$ cat config.mk
export PLATFORM = sky130hd
export DESIGN_NAME = sdv_synth_ctrl
export DESIGN_NICKNAME = d
export VERILOG_FILES = /design/src/inc/sdv_pkg.sv /design/src/hw/sdv_divided_ref_output_div.sv /design/src/hw/sdv_lock_det.sv /design/src/hw/sdv_synth_ctrl.sv
export SDC_FILE = /design/constraint.sdc
export NUM_CORES = 1
export LEC_CHECK = 0
export ABC_AREA = 1
export BUFFER_PORTS_ARGS = -buffer_cell sky130_fd_sc_hd__buf_2
export CAP_MARGIN = 20
export CORE_MARGIN = 5
export CORE_UTILIZATION = 30
export DETAILED_ROUTE_END_ITERATION = 10
export PLACE_DENSITY = 0.6
export RECOVER_POWER = 50
export SLEW_MARGIN = 15
export SYNTH_ARGS = -nofsm -noshare
export SYNTH_HDL_FRONTEND = slang
export SYNTH_HIERARCHICAL = 1
export SYNTH_SLANG_ARGS = --single-unit
$ cat constraint.sdc
create_clock -name clk_sys_i -period 5.7 [get_ports clk_sys_i]
set_input_delay 0.285 -clock clk_sys_i [delete_from_list [all_inputs] [get_ports clk_sys_i]]
set_output_delay 0.285 -clock clk_sys_i [all_outputs]
set_load 0.02 [all_outputs]
$ cat src/inc/sdv_pkg.sv
package sdv_pkg;
   // APB word offsets
   localparam logic [7:0] ADDR_CFG0 = 8'h00;
   localparam logic [7:0] ADDR_CFG1 = 8'h04;
   localparam logic [7:0] ADDR_STAT = 8'h08;

   // Config word 0 fields
   localparam int FRAC_LSB = 4;
   localparam int FRAC_W = 15;
   localparam int INT_LSB = 19;
   localparam int INT_W = 8;
   localparam int MUX_LSB = 29;
   localparam int MUX_W = 3;

   // Config word 1 fields
   localparam int RDIV_LSB = 4;
   localparam int RDIV_W = 3;
   localparam int CKDIV_LSB = 7;
   localparam int CKDIV_W = 4;
   localparam int OSCEN_BIT = 12;
   localparam int BIAS_LSB = 13;
   localparam int BIAS_W = 2;
   localparam int HALF_BIT = 18;

   // Values after reset or power-enable low, and the least valid integer
   localparam logic [FRAC_W-1:0] FRAC_RST = 15'h0000;
   localparam logic [INT_W-1:0] INT_MIN = 8'h17;
   localparam logic [INT_W-1:0] INT_RST = 8'h17;
   localparam logic [RDIV_W-1:0] RDIV_RST = 3'h1;
   localparam logic [CKDIV_W-1:0] CKDIV_RST = 4'h4;
   localparam logic OSCEN_RST = 1'b1;
   localparam logic [BIAS_W-1:0] BIAS_RST = 2'h0;
   localparam logic HALF_RST = 1'b0;

   // Status source select codes
   localparam logic [MUX_W-1:0] SEL_REG_READY = 3'h0;
   localparam logic [MUX_W-1:0] SEL_CAL_DONE = 3'h1;
   localparam logic [MUX_W-1:0] SEL_LOCK = 3'h2;
   localparam logic [MUX_W-1:0] SEL_TXRX = 3'h3;

   // Lock detect: phase error figures in ns, cycles to lock
   localparam int LOCK_ERR_NS = 15;
   localparam int UNLOCK_ERR_NS = 25;
   localparam int LOCK_CYCLES = 5;
endpackage

$ cat src/hw/sdv_divided_ref_output_div.sv
`timescale 1ns/1ps
module sdv_outclk_div #(
   parameter int DIV_W = 4
) (
   // Clock and reset
   input wire logic clk_sys_i,
   input wire logic reset_n_i,
   // Control
   input wire logic [DIV_W-1:0] half_period_i,
   // Output
   output logic clk_div_o,
   output logic running_o
);
   logic [DIV_W-1:0] cnt_q;
   logic [DIV_W-1:0] cnt_d;
   logic out_q;
   logic out_d;
   wire stopped = (half_period_i == '0);
   wire wrap = (cnt_q >= half_period_i - DIV_W'(1));

   // Ratio is twice the field, equal high and low halves
   assign cnt_d = (stopped || wrap) ? '0 : cnt_q + DIV_W'(1);
   // Output starts high and first falls on reference edge number half_period_i
   assign out_d = stopped ? 1'b0 : (wrap ? ~out_q : out_q);

   always_ff @(posedge clk_sys_i or negedge reset_n_i)
   begin
      if (!reset_n_i)
      begin
         cnt_q <= '0;
         out_q <= 1'b1;
      end
      else
      begin
         cnt_q <= cnt_d;
         out_q <= out_d;
      end
   end

   assign clk_div_o = out_q;
   assign running_o = ~stopped;
endmodule

$ cat src/hw/sdv_lock_det.sv
`timescale 1ns/1ps
module sdv_lock_det #(
   parameter int ERR_W = 8,
   parameter int LOCK_NS = sdv_pkg::LOCK_ERR_NS,
   parameter int UNLOCK_NS = sdv_pkg::UNLOCK_ERR_NS,
   parameter int CYCLES = sdv_pkg::LOCK_CYCLES
) (
   // Clock and reset
   input wire logic clk_sys_i,
   input wire logic reset_n_i,
   input wire logic clear_i,
   // Phase detector sample
   input wire logic det_tick_i,
   input wire logic [ERR_W-1:0] phase_err_ns_i,
   // Result
   output logic locked_o
);
   localparam logic [ERR_W-1:0] LOCK_TH = ERR_W'(LOCK_NS);
   localparam logic [ERR_W-1:0] UNLOCK_TH = ERR_W'(UNLOCK_NS);
   localparam logic [3:0] CNT_TOP = 4'(CYCLES);

   logic [3:0] good_q;
   logic [3:0] good_d;
   logic lock_q;
   logic lock_d;
   wire small_err = (phase_err_ns_i < LOCK_TH);
   wire big_err = (phase_err_ns_i >= UNLOCK_TH);

   // Consecutive small errors; any other sample restarts the count
   assign good_d = !det_tick_i ? good_q :
                   !small_err ? 4'h0 :
                   (good_q == CNT_TOP) ? good_q : good_q + 4'h1;
   assign lock_d = !det_tick_i ? lock_q :
                   big_err ? 1'b0 :
                   (good_d == CNT_TOP) ? 1'b1 : lock_q;

   always_ff @(posedge clk_sys_i or negedge reset_n_i)
   begin
      if (!reset_n_i)
      begin
         good_q <= 4'h0;
         lock_q <= 1'b0;
      end
      else if (clear_i)
      begin
         good_q <= 4'h0;
         lock_q <= 1'b0;
      end
      else
      begin
         good_q <= good_d;
         lock_q <= lock_d;
      end
   end

   assign locked_o = lock_q;
endmodule

$ cat src/hw/sdv_synth_ctrl.sv
`timescale 1ns/1ps
// Overview of operation
// - Oscillator on by bit, default on, off when unpowered
// - Two-bit oscillator bias current field
// - Output clock divides by even 2 to 30
// - Output clock 50:50, toggles on rising reference edges
// - Output clock divider defaults to eight
// - Divide number zero stops output clock
// - Reference counter divides 1 to 7, clocks detector
// - Reference counter defaults to one
// - Eight-bit integer plus fifteen-bit fraction in word 0
// - Integer below 23 not valid
// - Output equals detector rate times integer plus fraction
// - Halving option halves the output relation
// - Integer at most 255, total division 256
// - Power enable low clears all settings
// - Three-bit field selects status pin source
// - Status pin defaults to regulator ready
// - Calibration done low during coarse and fine
// - Lock after five good cycles, drop at 25 ns
// - Direction low in transmit, high in receive
module sdv_synth_ctrl #(
   parameter int ERR_W = 8,
   parameter logic [2:0] CODE_REG_READY = sdv_pkg::SEL_REG_READY,
   parameter logic [2:0] CODE_CAL_DONE = sdv_pkg::SEL_CAL_DONE,
   parameter logic [2:0] CODE_LOCK = sdv_pkg::SEL_LOCK,
   parameter logic [2:0] CODE_TXRX = sdv_pkg::SEL_TXRX
) (
   // Clock and reset
   input wire logic clk_sys_i,
   input wire logic reset_n_i,
   // APB slave
   input wire logic psel,
   input wire logic penable,
   input wire logic pwrite,
   input wire logic [7:0] paddr,
   input wire logic [31:0] pwdata,
   input wire logic [3:0] pstrb,
   output logic [31:0] prdata,
   output logic pready,
   output logic pslverr,
   // Pins and analog status
   input wire logic power_enable_i,
   input wire logic regulator_ready_i,
   input wire logic coarse_cal_busy_i,
   input wire logic fine_cal_busy_i,
   input wire logic rx_mode_i,
   input wire logic [ERR_W-1:0] phase_err_ns_i,
   // Oscillator and regulators
   output logic osc_enable_o,
   output logic [1:0] osc_bias_field_o,
   output logic regulator_enable_o,
   // Clocks
   output logic divided_ref_output_o,
   output logic phase_detector_tick_o,
   // Feedback divider
   output logic [7:0] n_integer_o,
   output logic [14:0] n_fraction_o,
   output logic output_half_select_o,
   output logic [23:0] fout_ratio_o,
   // Status pin
   output logic status_mux_pin_o
);
   // Input synchronisers
   logic [1:0] pwr_s_q;
   logic [1:0] rdy_s_q;
   logic [1:0] cal_s_q;
   logic [1:0] rx_s_q;
   logic [ERR_W-1:0] err_a_q;
   logic [ERR_W-1:0] err_b_q;
   logic [ERR_W-1:0] err_c_q;

   always_ff @(posedge clk_sys_i or negedge reset_n_i)
   begin
      if (!reset_n_i)
      begin
         pwr_s_q <= 2'h0;
         rdy_s_q <= 2'h0;
         cal_s_q <= 2'h0;
         rx_s_q <= 2'h0;
         err_a_q <= '1;
         err_b_q <= '1;
         err_c_q <= '1;
      end
      else
      begin
         pwr_s_q <= {pwr_s_q[0], power_enable_i};
         rdy_s_q <= {rdy_s_q[0], regulator_ready_i};
         cal_s_q <= {cal_s_q[0], coarse_cal_busy_i | fine_cal_busy_i};
         rx_s_q <= {rx_s_q[0], rx_mode_i};
         err_a_q <= phase_err_ns_i;
         err_b_q <= err_a_q;
         // Error word passes only when two samples agree, no torn words
         err_c_q <= (err_a_q == err_b_q) ? err_b_q : err_c_q;
      end
   end

   wire powered = pwr_s_q[1];
   wire reg_ready = rdy_s_q[1];
   wire cal_done = ~cal_s_q[1];
   wire rx_mode = rx_s_q[1];

   // Configuration registers
   logic [14:0] frac_q;
   logic [7:0] int_q;
   logic [2:0] mux_q;
   logic [2:0] rdiv_q;
   logic [3:0] ckdiv_q;
   logic oscen_q;
   logic [1:0] bias_q;
   logic half_q;
   logic int_clamp_q;

   // Bus decode
   wire access = psel & penable;
   wire hit_cfg0 = (paddr == sdv_pkg::ADDR_CFG0);
   wire hit_cfg1 = (paddr == sdv_pkg::ADDR_CFG1);
   wire hit_stat = (paddr == sdv_pkg::ADDR_STAT);
   wire mapped = hit_cfg0 | hit_cfg1 | hit_stat;
   wire bad_write = pwrite & hit_stat;
   // Writes ignored until supply is up and ready
   wire wr_ok = access & pwrite & powered & reg_ready & (pstrb == 4'hF);
   wire wr0 = wr_ok & hit_cfg0;
   wire wr1 = wr_ok & hit_cfg1;

   wire [7:0] wr_int = pwdata[sdv_pkg::INT_LSB +: sdv_pkg::INT_W];
   wire int_low = (wr_int < sdv_pkg::INT_MIN);
   // Too small an integer is raised to the least valid value
   wire [7:0] int_new = int_low ? sdv_pkg::INT_MIN : wr_int;

   always_ff @(posedge clk_sys_i or negedge reset_n_i)
   begin
      if (!reset_n_i)
      begin
         frac_q <= sdv_pkg::FRAC_RST;
         int_q <= sdv_pkg::INT_RST;
         mux_q <= CODE_REG_READY;
         int_clamp_q <= 1'b0;
      end
      else if (!powered)
      begin
         frac_q <= sdv_pkg::FRAC_RST;
         int_q <= sdv_pkg::INT_RST;
         mux_q <= CODE_REG_READY;
         int_clamp_q <= 1'b0;
      end
      else if (wr0)
      begin
         frac_q <= pwdata[sdv_pkg::FRAC_LSB +: sdv_pkg::FRAC_W];
         int_q <= int_new;
         mux_q <= pwdata[sdv_pkg::MUX_LSB +: sdv_pkg::MUX_W];
         int_clamp_q <= int_low;
      end
   end

   always_ff @(posedge clk_sys_i or negedge reset_n_i)
   begin
      if (!reset_n_i)
      begin
         rdiv_q <= sdv_pkg::RDIV_RST;
         ckdiv_q <= sdv_pkg::CKDIV_RST;
         oscen_q <= sdv_pkg::OSCEN_RST;
         bias_q <= sdv_pkg::BIAS_RST;
         half_q <= sdv_pkg::HALF_RST;
      end
      else if (!powered)
      begin
         rdiv_q <= sdv_pkg::RDIV_RST;
         ckdiv_q <= sdv_pkg::CKDIV_RST;
         oscen_q <= sdv_pkg::OSCEN_RST;
         bias_q <= sdv_pkg::BIAS_RST;
         half_q <= sdv_pkg::HALF_RST;
      end
      else if (wr1)
      begin
         rdiv_q <= pwdata[sdv_pkg::RDIV_LSB +: sdv_pkg::RDIV_W];
         ckdiv_q <= pwdata[sdv_pkg::CKDIV_LSB +: sdv_pkg::CKDIV_W];
         oscen_q <= pwdata[sdv_pkg::OSCEN_BIT];
         bias_q <= pwdata[sdv_pkg::BIAS_LSB +: sdv_pkg::BIAS_W];
         half_q <= pwdata[sdv_pkg::HALF_BIT];
      end
   end

   // Oscillator, bias and regulator controls
   assign osc_enable_o = oscen_q & powered;
   assign osc_bias_field_o = bias_q;
   assign regulator_enable_o = powered;

   // Reference counter; a zero field acts as one
   logic [2:0] rcnt_q;
   logic det_q;
   wire [2:0] r_eff = (rdiv_q == 3'h0) ? 3'h1 : rdiv_q;
   wire r_wrap = (rcnt_q >= r_eff - 3'h1);
   wire osc_run = osc_enable_o;

   always_ff @(posedge clk_sys_i or negedge reset_n_i)
   begin
      if (!reset_n_i)
      begin
         rcnt_q <= 3'h0;
         det_q <= 1'b0;
      end
      else if (!osc_run)
      begin
         rcnt_q <= 3'h0;
         det_q <= 1'b0;
      end
      else
      begin
         rcnt_q <= r_wrap ? 3'h0 : rcnt_q + 3'h1;
         det_q <= r_wrap;
      end
   end

   assign phase_detector_tick_o = det_q;

   // Output clock divider, stopped with the oscillator
   wire [3:0] ck_half = osc_run ? ckdiv_q : 4'h0;
   logic ck_running;

   sdv_outclk_div #(
      .DIV_W(4)
   ) u_outclk (
      .clk_sys_i(clk_sys_i),
      .reset_n_i(reset_n_i),
      .half_period_i(ck_half),
      .clk_div_o(divided_ref_output_o),
      .running_o(ck_running)
   );

   // Lock detector on detector samples
   logic locked;

   sdv_lock_det #(
      .ERR_W(ERR_W)
   ) u_lock (
      .clk_sys_i(clk_sys_i),
      .reset_n_i(reset_n_i),
      .clear_i(~osc_run),
      .det_tick_i(det_q),
      .phase_err_ns_i(err_c_q),
      .locked_o(locked)
   );

   // Feedback word, Q8.16: integer.fraction, halved when selected
   assign n_integer_o = int_q;
   assign n_fraction_o = frac_q;
   assign output_half_select_o = half_q;
   assign fout_ratio_o = half_q ? {1'b0, int_q, frac_q} : {int_q, frac_q, 1'b0};

   // Status pin source select
   logic mux_bit;
   always_comb
   begin
      case (mux_q)
         CODE_REG_READY: mux_bit = reg_ready;
         CODE_CAL_DONE: mux_bit = cal_done;
         CODE_LOCK: mux_bit = locked;
         CODE_TXRX: mux_bit = rx_mode;
         default: mux_bit = 1'b0;
      endcase
   end

   logic mux_q_pin;
   always_ff @(posedge clk_sys_i or negedge reset_n_i)
   begin
      if (!reset_n_i)
      begin
         mux_q_pin <= 1'b0;
      end
      else
      begin
         mux_q_pin <= mux_bit;
      end
   end

   assign status_mux_pin_o = mux_q_pin;

   // Read data
   wire [31:0] rd_cfg0 = {mux_q, 2'h0, int_q, frac_q, 4'h0};
   wire [31:0] rd_cfg1 = {13'h0000, half_q, 3'h0, bias_q, oscen_q, 1'b0, ckdiv_q, rdiv_q, 4'h0};
   wire [31:0] rd_stat = {25'h0000000, int_clamp_q, ck_running, rx_mode, cal_done,
                          locked, reg_ready, powered};
   wire [31:0] rd_mux = hit_cfg0 ? rd_cfg0 : hit_cfg1 ? rd_cfg1 : hit_stat ? rd_stat : 32'h0;

   always_ff @(posedge clk_sys_i or negedge reset_n_i)
   begin
      if (!reset_n_i)
      begin
         prdata <= 32'h00000000;
      end
      else if (psel & ~penable & ~pwrite)
      begin
         prdata <= rd_mux;
      end
   end

   assign pready = 1'b1;
   assign pslverr = access & (~mapped | bad_write);
endmodule

==> flow_metrics.py, run 1 <==
metrics = {
    "status": {
        "status": "finished, violations left",
        "violations": "capacitance limit, slew limit",
    },
    "sta": {
        "setup_viol_count_final": 0,
        "max_freq_ghz": 0.297,
        "period_minus_slack_ps": 3370,
        "drv_slew": 118,
        "period_share_pct": 59.1,
        "worst_pin_slew_ps": 2820,
        "finalHoldViolCount": 0,
        "max-slew-margin-rel_pct": -88.2,
        "fin_skew_ps": 11.4,
        "rsz0062_at_grt": "no",
        "finalSetupTns_ps": 0,
    },
    "clock_network": {
        "cts_made_buffers": 17,
        "clock-root-buffer": "clkbuf_16",
        "postCtsSetupBuffers": 0,
        "clk_latency_ps": 410,
        "clk_pin_slew_ps": 50,
        "cts_resized": 0,
        "cts-htree-levels": 4,
        "hold_buffers": 11,
        "cts_tree": "built",
        "clock_path_buffers": 2,
        "cts.sinks": 115,
    },
    "grt": {
        "grtUsageMet1_pct": 17.9,
        "first_global_vias": 4810,
        "antenna_found_initial": 3,
        "grtUsageMet3_pct": 4.56,
        "grt_pass1_wl_mm": 25.1,
        "grt_busiest_layer": "met2",
        "grt_util_met2_pct": 24.1,
        "grtUsageTotal_pct": 14.5,
        "grt_max_degree": 66,
        "grt_overflow": 0,
    },
    "worst_setup_path": {
        "crit_path_max_fanout": 30,
        "crit_required_ps": 6040,
        "start_kind": "input pin",
        "end_kind": "flop",
        "critPathArrivalTime_ps": 3710,
        "worstReg2RegEnd": "n_integer_o[7]$_DFFE_PN0P_",
        "regToRegSetupSlack_ps": 2390,
        "r2r_start": "pwr_s_q[1]$_DFF_PN0_",
        "critical_path_class": "input pin to flop",
        "r2r.worst_path.cells": 9,
    },
    "layout": {
        "finish.instance_area_um2": 7100,
        "syn2layout_area_growth_pct": 27.1,
        "drive_gt1_share_pct": 18.0,
        "nNetsFinal": 929,
        "stdcell_count": 1102,
    },
    "pwr": {
        "pwr-share-seq_pct": 42.2,
        "comb_power_share_pct": 7.4,
        "p_int_mw": 1.57,
        "switching_share_pct": 24.6,
        "p_sw_uw": 510,
        "p_leak_nw": 3.80,
        "p_clk_share_pct": 50.4,
        "ir_drop_v": 0.000215,
        "power_mw": 2.08,
        "power.density_nw_per_um2": 293,
    },
    "synth": {
        "synth_enable_flop_cells": 0,
        "syn_inst": 706,
        "synthFlopType": "dfrtp_1",
        "netlist_area_um2": 5590,
        "syn_avg_cell_area_um2": 7.91,
        "async_flop_share_pct": 100,
        "synth.distinct_cells": 31,
        "synth_seq_cells": 115,
        "yosysSeqAreaShare_pct": 52.2,
        "synthesis.yosys.warnings": 6,
    },
    "run": {
        "drv_cap": 3,
    },
    "place": {
        "dpl.cell_count": 1058,
        "hpwlAfterDp_mm": 10.6,
        "placed_cell_area_um2": 6500,
        "gp_congestion": 0.775,
        "io_buffers": 141,
    },
    "floorplan": {
        "fp.dieArea_um2": 21500,
        "coreArea_um2": 18500,
        "die_y_um": 146,
        "num_rows": 50,
        "fp.dieW_um": 146,
        "pin_count": 151,
        "start_util_pct": 30.2,
    },
    "route": {
        "wl_per_cell_um": 13.9,
        "drt_iter0_markers": 248,
        "vias_per_cell": 4.48,
        "wirelength_mm": 15.3,
        "vias": 4941,
        "drcViolationCount": 0,
        "dr.pass1.iters": 4,
        "ant_nets": 0,
    },
    "hold_path": {
        "hold_path.startpoint": "regulator_ready_i",
        "hold_depth": 1,
        "hold_class": "input pin to flop",
        "min_to": "rdy_s_q[0]$_DFF_PN0_",
    },
}
## sequential cells by signal, summed over array words and instances, names as in the netlist, 4 cells and up
name and count:
ckdiv_q 4, err_a_q 8, err_b_q 8, err_c_q 8, n_fraction_o 15, n_integer_o 8
prdata 30, u_lock/good_q 4, u_outclk/cnt_q 4
## worst max path at each step
| stage | startpoint | end | slack, ps | cells past startpoint |
|---|---|---|---|---|
| 2_1_floorplan | pwr_s_q[1]$_DFF_PN0_ | u_outclk/clk_div_o$_DFFE_PN1P_ | 3610 | 13 |
| 3_3_place_gp | pwr_s_q[1]$_DFF_PN0_ | u_outclk/clk_div_o$_DFFE_PN1P_ | 2950 | 13 |
| 4_1_cts | pwr_s_q[1]$_DFF_PN0_ | u_outclk/clk_div_o$_DFFE_PN1P_ | 2840 | 13 |
| 3_5_place_dp | pwr_s_q[1]$_DFF_PN0_ | u_outclk/clk_div_o$_DFFE_PN1P_ | 2860 | 13 |
| 5_1_grt | reset_n_i | u_outclk/cnt_q[2]$_DFF_PN0_ | 1660 | 3 |
| 6_report | paddr[5] | n_integer_o[7]$_DFFE_PN0P_ | 2330 | 10 |
## cells by family (layout without fill, tap and decap cells)
| logic type | count (synthesis) | count (layout) | share of synthesized area (%) |
|---|---|---|---|
| AO/OA/AOI/OAI | 28 | 28 | 2.69 |
| flip-flops | 115 | 115 | 52.2 |
| adder cells (fa/ha/maj) | 13 | 13 | 2.91 |
| XOR/XNOR | 13 | 13 | 2.04 |
| other | 2 | 4 | 0.134 |
| buffers and inverters | 93 | 253 | 6.76 |
| AND/OR/NAND/NOR | 442 | 442 | 33.3 |
## layout make-up
type | count | area (um^2)
Inverter | 64 | 240
Fill cell | 1934 | 11400
Tap cell | 234 | 293
Sequential cell | 115 | 2920
Multi-Input combinational cell | 499 | 2290
Clock buffer | 23 | 532
Timing Repair Buffer | 157 | 764
Antenna cell | 1 | 2.50
Clock inverter | 9 | 62.6
## metrics by stage
stage	hold WS (ps)	setup WS [ps]	util, %
floorplan	-10.6	3610	-
global placement	333	2950	35.1
global route	23.4	1660	38.3
CTS	4.44	2840	38.9
detailed placement	335	2860	35.1
finish	21.4	2330	38.3
## critical path, cell delays in order
cell	delay, ps
buf_2	90
nor2_1	90
nand2_1	140
nor2_2	130
clkbuf_1	1130
nand2_1	110
clkbuf_1	620
inv_1	840
nand2_1	130
nand2_1	110
## synth_stat cells, drive strengths merged (3+ instances only)
master,number,area [um^2]
xnor2,11,96.3
ha,13,163
nand2,303,1150
dfrtp,83,2080
inv,62,233
a21oi,11,58.8
nand3,91,470
nand4,3,18.8
nor2,38,178
clkbuf,10,37.5
o21ai,14,70.1
dfstp,32,841
buf,19,100
nor3,5,25.0
## power by group through the flow
| stage | combinational [mW] | sequential [mW] | clock [mW] |
|---|---|---|---|
| floorplan | 0.0867 | 0.892 | 0 |
| global placement | 0.150 | 0.893 | 0 |
| detailed placement | 0.152 | 0.893 | 0 |
| CTS | 0.159 | 0.880 | 1.07 |
| global route | 0.176 | 0.882 | 1.11 |
| finish | 0.153 | 0.878 | 1.05 |
## metal layers
metal,routed length (um),up-vias
met1,6750,2307
met5,27,-
met2,7430,121
li1,-,2490
met4,205,4
met3,907,19
## cell usage in the layout (no fill, tap or decap), types with 4 or more instances in the layout
| cell type | Yosys | layout |
|---|---|---|
| inv_1 | 58 | 58 |
| clkbuf_16 | 0 | 20 |
| nor2_1 | 30 | 31 |
| dfrtp_1 | 83 | 83 |
| dfstp_1 | 0 | 8 |
| a21oi_1 | 10 | 10 |
| nand2_1 | 299 | 299 |
| nor2_2 | 5 | 5 |
| inv_2 | 4 | 4 |
| o21ai_0 | 13 | 13 |
| dfstp_2 | 32 | 24 |
| nor3_1 | 5 | 5 |
| clkbuf_1 | 10 | 66 |
| xnor2_1 | 11 | 11 |
| nand3_1 | 88 | 88 |
| ha_1 | 13 | 13 |
| buf_2 | 11 | 79 |
| dlygate4sd3_1 | 0 | 11 |
(Power assumes the default switching activity.)
==> run 2, diff against run 1 <==
- ABC_AREA: 1 -> 0
- clock period: 5.7 -> 3.1 ns (I/O delays scaled with it)
==> flow_metrics.py, run 2 <==
metrics = {
    "place": {
        "dpl.cell_count": 801,
        "gp_congestion": 0.766,
        "placed_cell_area_um2": 6300,
        "io_buffers": 141,
        "hpwlAfterDp_mm": 10.0,
        "dpl_worst_slack_ps": 551,
    },
    "synth": {
        "synth_common_cells": "dfrtp_1 (83), nand2_1 (46), mux2i_1 (39)",
        "syn_avg_cell_area_um2": 11.9,
        "synthFlopType": "dfrtp_1",
        "synth.distinct_cells": 54,
        "post-synth-top-area-fraction_pct": 38.8,
        "async_flop_share_pct": 100,
        "synth_enable_flop_cells": 0,
        "synth.area.top_cells": "dfrtp_1 (39%), dfstp_2 (16%), mux2i_1 (7.3%), mux2_2 (6.3%), nand2_1 (3.2%)",
        "netlist_area_um2": 5350,
        "yosys.area.top_type": "dfrtp_1",
        "yosysMostFrequentCell": "dfrtp_1",
        "yosysSeqAreaShare_pct": 54.5,
        "synth_seq_cells": 115,
        "synthesis.yosys.warnings": 6,
        "syn_inst": 449,
    },
    "route": {
        "wl_per_cell_um": 16.6,
        "drcViolationCount": 0,
        "vias": 4089,
        "drt_iter0_markers": 164,
        "wirelength_mm": 14.3,
        "dr.pass1.iters": 4,
        "ant_nets": 0,
        "vias_per_cell": 4.75,
    },
    "layout": {
        "post-route-util_pct": 40.8,
        "final_common_cell": "buf_2",
        "largest-register": "prdata",
        "drive_gt1_share_pct": 33.1,
        "syn2layout_area_growth_pct": 32.8,
        "stdcell_count": 860,
        "finish.instance_area_um2": 7110,
        "largest_register_ffs": 30,
        "nNetsFinal": 697,
        "most-common-layout-cells": "buf_2 (104), dfrtp_1 (81), nand2_1 (46)",
        "num_antenna_cells": 0,
    },
    "floorplan": {
        "start_util_pct": 30.7,
        "fp.dieArea_um2": 20600,
        "coreArea_um2": 17400,
        "fp.dieW_um": 144,
        "die_y_um": 144,
        "pin_count": 151,
        "num_rows": 48,
    },
    "clock_network": {
        "clock-root-buffer": "clkbuf_16",
        "cts-htree-levels": 4,
        "cts_made_buffers": 17,
        "clock_path_buffers": 2,
        "clk_latency_ps": 400,
        "cts_resized": 0,
        "cts_tree": "built",
        "cts.sinks": 115,
        "postCtsSetupBuffers": 0,
        "clk_pin_slew_ps": 60,
    },
    "worst_setup_path": {
        "slowest_stage": "or4_1",
        "r2r.worst_path.cells": 5,
        "r2r_start": "pwr_s_q[1]$_DFF_PN0_",
        "critical_path_class": "flop to flop",
        "crit_path_max_fanout": 13,
        "regToRegSetupSlack_ps": 580,
        "crit_buf_inv": 1,
        "worstPathCellList": "nand4_1 > or3_1 > or4_1 > buf_4 > mux2i_1",
        "worst-path-stages": 5,
        "crit_start": "pwr_s_q[1]$_DFF_PN0_",
        "start_kind": "flop",
        "max_stage_delay_ps": 750,
        "worstReg2RegEnd": "n_integer_o[5]$_DFFE_PN0P_",
        "cpLargestDelayFamily": "simple AND/OR/NAND/NOR gates",
        "end_kind": "flop",
        "critPathCapture": "n_integer_o[5]$_DFFE_PN0P_",
        "critPathArrivalTime_ps": 2800,
        "crit_required_ps": 3380,
    },
    "grt": {
        "antenna_found_initial": 0,
        "grt_max_degree": 83,
        "first_global_vias": 4403,
        "grt_overflow": 0,
        "grt_pass1_wl_mm": 23.3,
        "grtUsageTotal_pct": 14.4,
    },
    "pwr": {
        "comb_power_share_pct": 6.9,
        "p_clk_share_pct": 50.5,
        "power_mw": 3.77,
        "p_int_mw": 2.92,
        "switching_share_pct": 22.5,
        "ir_drop_v": 0.000306,
        "pwr-share-seq_pct": 42.5,
        "p_leak_nw": 3.45,
        "p_sw_uw": 848,
        "power.density_nw_per_um2": 531,
    },
    "sta": {
        "finalSetupTns_ps": 0,
        "max_freq_ghz": 0.396,
        "rsz0062_at_grt": "no",
        "period_share_pct": 81.4,
        "fin_skew_ps": 7.07,
        "whs_ps": 27.0,
        "drv_slew": 34,
        "finalHoldViolCount": 0,
        "period_minus_slack_ps": 2520,
        "setup_viol_count_final": 0,
        "setup_ws_ps": 578,
        "max-slew-margin-rel_pct": -21.9,
        "worst_pin_slew_ps": 1830,
    },
    "status": {
        "status": "finished, violations left",
        "violations": "capacitance limit, slew limit",
    },
    "run": {
        "drv_cap": 1,
    },
    "hold_path": {
        "hold_class": "input pin to flop",
    },
}
run 2: cell types whose count changed after synthesis, sizes merged, moves of 13 or more:
cell   change
a22o      +19
inv       -34
mux2      +31
mux2i     +39
nand2    -256
nand3     -89
nor2      -13
run 2: worst min-delay path: stages:
cell and delay (ps):
buf_2 100, nand2_1 60, mux2i_1 60
run 2: what timing repair did:
item | CTS | global route
hold buffers | 27 | 0
hold endpoints to repair | 34 | 0
setup endpoints to repair | 0 | 0
run 2: power by group through the flow:
stage	clock [mW]	sequential, mW	combinational, mW
after floorplan	0	1.63	0.130
after detailed placement	0	1.63	0.240
after global routing	2.02	1.61	0.296
after CTS	1.95	1.61	0.267
after global placement	0	1.63	0.231
final	1.91	1.60	0.261
run 2: kinds of logic (layout without fill, tap and decap cells):
| kind of cell | after synthesis | count (layout) | share of synthesized area, % |
|---|---|---|---|
| other | 2 | 3 | 0.140 |
| AO/OA/AOI/OAI | 59 | 59 | 8.89 |
| adder cells (fa/ha/maj) | 13 | 13 | 3.04 |
| flip-flops | 115 | 115 | 54.5 |
| buffers and inverters | 50 | 235 | 4.14 |
| XOR/XNOR | 15 | 15 | 2.46 |
| multiplexers | 71 | 71 | 14.2 |
| AND/OR/NAND/NOR | 124 | 124 | 12.5 |
run 2: final cells by class:
class	instances	area [um^2]
clock buffers	25	518
clock inverters	7	67.6
fillers	1678	10300
inverters	28	105
multi-input cells	285	2220
flip-flops and latches	115	2920
well taps	225	282
repair buffers	175	991
run 2: how the worst min path moves through the flow:
stage	startpoint	end	slack, ps	cells past startpoint
floorplan	reset_n_i	cal_s_q[0]$_DFF_PN0_	-140	0
global placement	reset_n_i	cal_s_q[1]$_DFF_PN0_	120	1
detailed placement	reset_n_i	cal_s_q[1]$_DFF_PN0_	130	1
CTS	pwdata[7]	ckdiv_q[0]$_DFFE_PN0P_	3	3
global route	pwdata[12]	n_fraction_o[8]$_DFFE_PN0P_	30	3
finish	pwdata[7]	ckdiv_q[0]$_DFFE_PN0P_	30	3
run 2: layer usage:
metal | part of all wire (%) | vias to the layer above | global-route usage (%) | wire length (um)
met4 | 1.2 | 0 | 4.36 | 173
met1 | 46 | 2036 | 19.5 | 6560
met2 | 48 | 117 | 22.9 | 6820
li1 | - | 1923 | - | -
met3 | 5.1 | 13 | 3.46 | 729
met5 | 0 | - | 0 | 0
==> run 3, diff against run 2 <==
- ABC_AREA: 0 -> 1
- PLACE_DENSITY: 0.6 -> 0.61
- clock period: 3.1 -> 2.3 ns (I/O delays scaled with it)
==> flow_metrics.py, run 3 (synthesized netlist as in run 1, its figures left out) <==
metrics = {
    "sta": {
        "finalSetupTns_ps": 0,
        "finalHoldViolCount": 0,
        "period_minus_slack_ps": 1940,
        "drv_slew": 0,
        "rsz0062_at_grt": "no",
        "whs_ps": 22.3,
        "max_freq_ghz": 0.516,
        "max-slew-margin-rel_pct": 32.9,
        "setup_viol_count_final": 0,
        "fin_skew_ps": 6.69,
        "period_share_pct": 84.2,
        "worst_pin_slew_ps": 1010,
    },
    "route": {
        "wirelength_mm": 15.4,
        "dr_wl_met2_mm": 7.43,
        "dr.pass1.iters": 5,
        "highest_layer": "met4",
        "ant_nets": 0,
        "drt_iter0_markers": 244,
        "wl_per_cell_um": 13.6,
        "met1_length_mm": 6.80,
        "vias": 5038,
        "drcViolationCount": 0,
        "vias_per_cell": 4.47,
        "wl_met3_um": 917,
    },
    "worst_setup_path": {
        "start_kind": "flop",
        "critPathArrivalTime_ps": 2280,
        "crit_required_ps": 2640,
        "end_kind": "flop",
        "critical_path_class": "flop to flop",
        "crit_path_max_fanout": 5,
    },
    "place": {
        "gp_congestion": 0.808,
        "hpwlAfterDp_mm": 10.8,
        "io_buffers": 141,
    },
    "grt": {
        "grt_overflow": 0,
        "grt_max_degree": 57,
        "antenna_found_initial": 1,
        "grt_pass1_wl_mm": 24.7,
        "first_global_vias": 4818,
        "grtUsageTotal_pct": 14.3,
    },
    "clock_network": {
        "clock-root-buffer": "clkbuf_16",
        "postCtsSetupBuffers": 0,
        "clk_pin_slew_ps": 60,
        "cts.sinks": 115,
        "cts_tree": "built",
        "clock_path_buffers": 2,
        "cts_made_buffers": 17,
        "cts-htree-levels": 4,
        "clk_latency_ps": 410,
    },
    "floorplan": {
        "fp.dieArea_um2": 21500,
        "fp.dieW_um": 146,
        "die_y_um": 146,
        "pin_count": 151,
        "coreArea_um2": 18500,
        "start_util_pct": 30.2,
        "num_rows": 50,
    },
    "layout": {
        "final_common_cell": "nand2_1",
        "fill_cells": 1925,
        "seqCellArea_um2": 2920,
        "largest-register": "prdata",
        "nNetsFinal": 955,
        "multiInputGateArea_um2": 2300,
        "syn2layout_area_growth_pct": 32.5,
        "most-common-layout-cells": "nand2_1 (299), buf_2 (125), nand3_1 (88)",
        "largest_register_ffs": 30,
        "drive_gt1_share_pct": 23.9,
    },
    "pwr": {
        "ir_drop_v": 0.000467,
        "p_leak_nw": 4.10,
        "power.density_nw_per_um2": 690,
        "power_mw": 5.10,
    },
    "run": {
        "drv_cap": 0,
    },
    "status": {
        "status": "finished clean",
    },
    "hold_path": {
        "hold_class": "input pin to flop",
    },
}
[run 3: changes by cell type in the layout (fill, tap and decap cells not counted), sizes merged, moves of 10 or more]
cell    change
buf        +23
clkbuf     -21
nand3      +89
and2       -10
nand2     +256
nor2       +13
a22o       -19
mux2       -31
mux2i      -39
inv        +37
[run 3: worst paths after layout]
kind	from	to	slack, ps	cells past startpoint
setup / recovery	oscen_q$_DFFE_PN1P_	u_outclk/clk_div_o$_DFFE_PN1P_	360	12
hold / removal	pwdata[13]	n_fraction_o[9]$_DFFE_PN0P_	20	5
setup reg to reg	oscen_q$_DFFE_PN1P_	u_outclk/clk_div_o$_DFFE_PN1P_	360	12
hold reg to reg	pwr_s_q[0]$_DFF_PN0_	pwr_s_q[1]$_DFF_PN0_	360	0
max in group asynchronous	reset_n_i	prdata[1]$_DFFE_PN0P_	570	3
min in group asynchronous	reset_n_i	pwr_s_q[0]$_DFF_PN0_	440	2
[run 3: where the power goes]
part / switching (mW) / internal, mW
Clock: 0.947 / 1.56
Sequential: 0.0540 / 2.12
Combinational: 0.255 / 0.164
[run 3: area by class of cell]
type / instances / share of cell area, %
diodes: 1 / 0.0338
clock buffers: 22 / 6.85
clock inverters: 10 / 0.913
inverters: 64 / 3.25
multi-input cells: 499 / 31.0
flip-flops and latches: 115 / 39.4
well taps: 234 / 3.96
repair buffers: 183 / 14.6
[run 3: critical path: stages, from the launching register on]
cell and delay (ps):
dfstp_2 540, nand2_1 110, nor2_1 200, inv_2 60, nand3_1 80, xor2_1 160
ha_1 260, nand2_1 60, nand2_1 70, nor2_4 140, nand2_4 80, nand2_1 60
nand2_1 40
[run 3: per-layer routing]
metal,vias up,global-route usage [%]
met5,-,0
met4,0,4.89
met3,13,4.00
met2,121,23.9
met1,2355,17.9
li1,2549,-
[run 3: repair_timing]
action                    CTS  global route
hold buffers               30             0
gates resized for setup     0             0
hold endpoints to repair   46             0
[run 3: through the flow]
step | setup slack, ps | utilization, % | cell area (um^2) | std cells
floorplan | 210 | - | 5590 | 707
global placement | 371 | 35.6 | 6590 | 1065
detailed placement | 344 | 35.6 | 6590 | 1065
CTS | 328 | 40.3 | 7460 | 1127
global route | 138 | 40.0 | 7400 | 1128
finish | 363 | 40.0 | 7400 | 1128
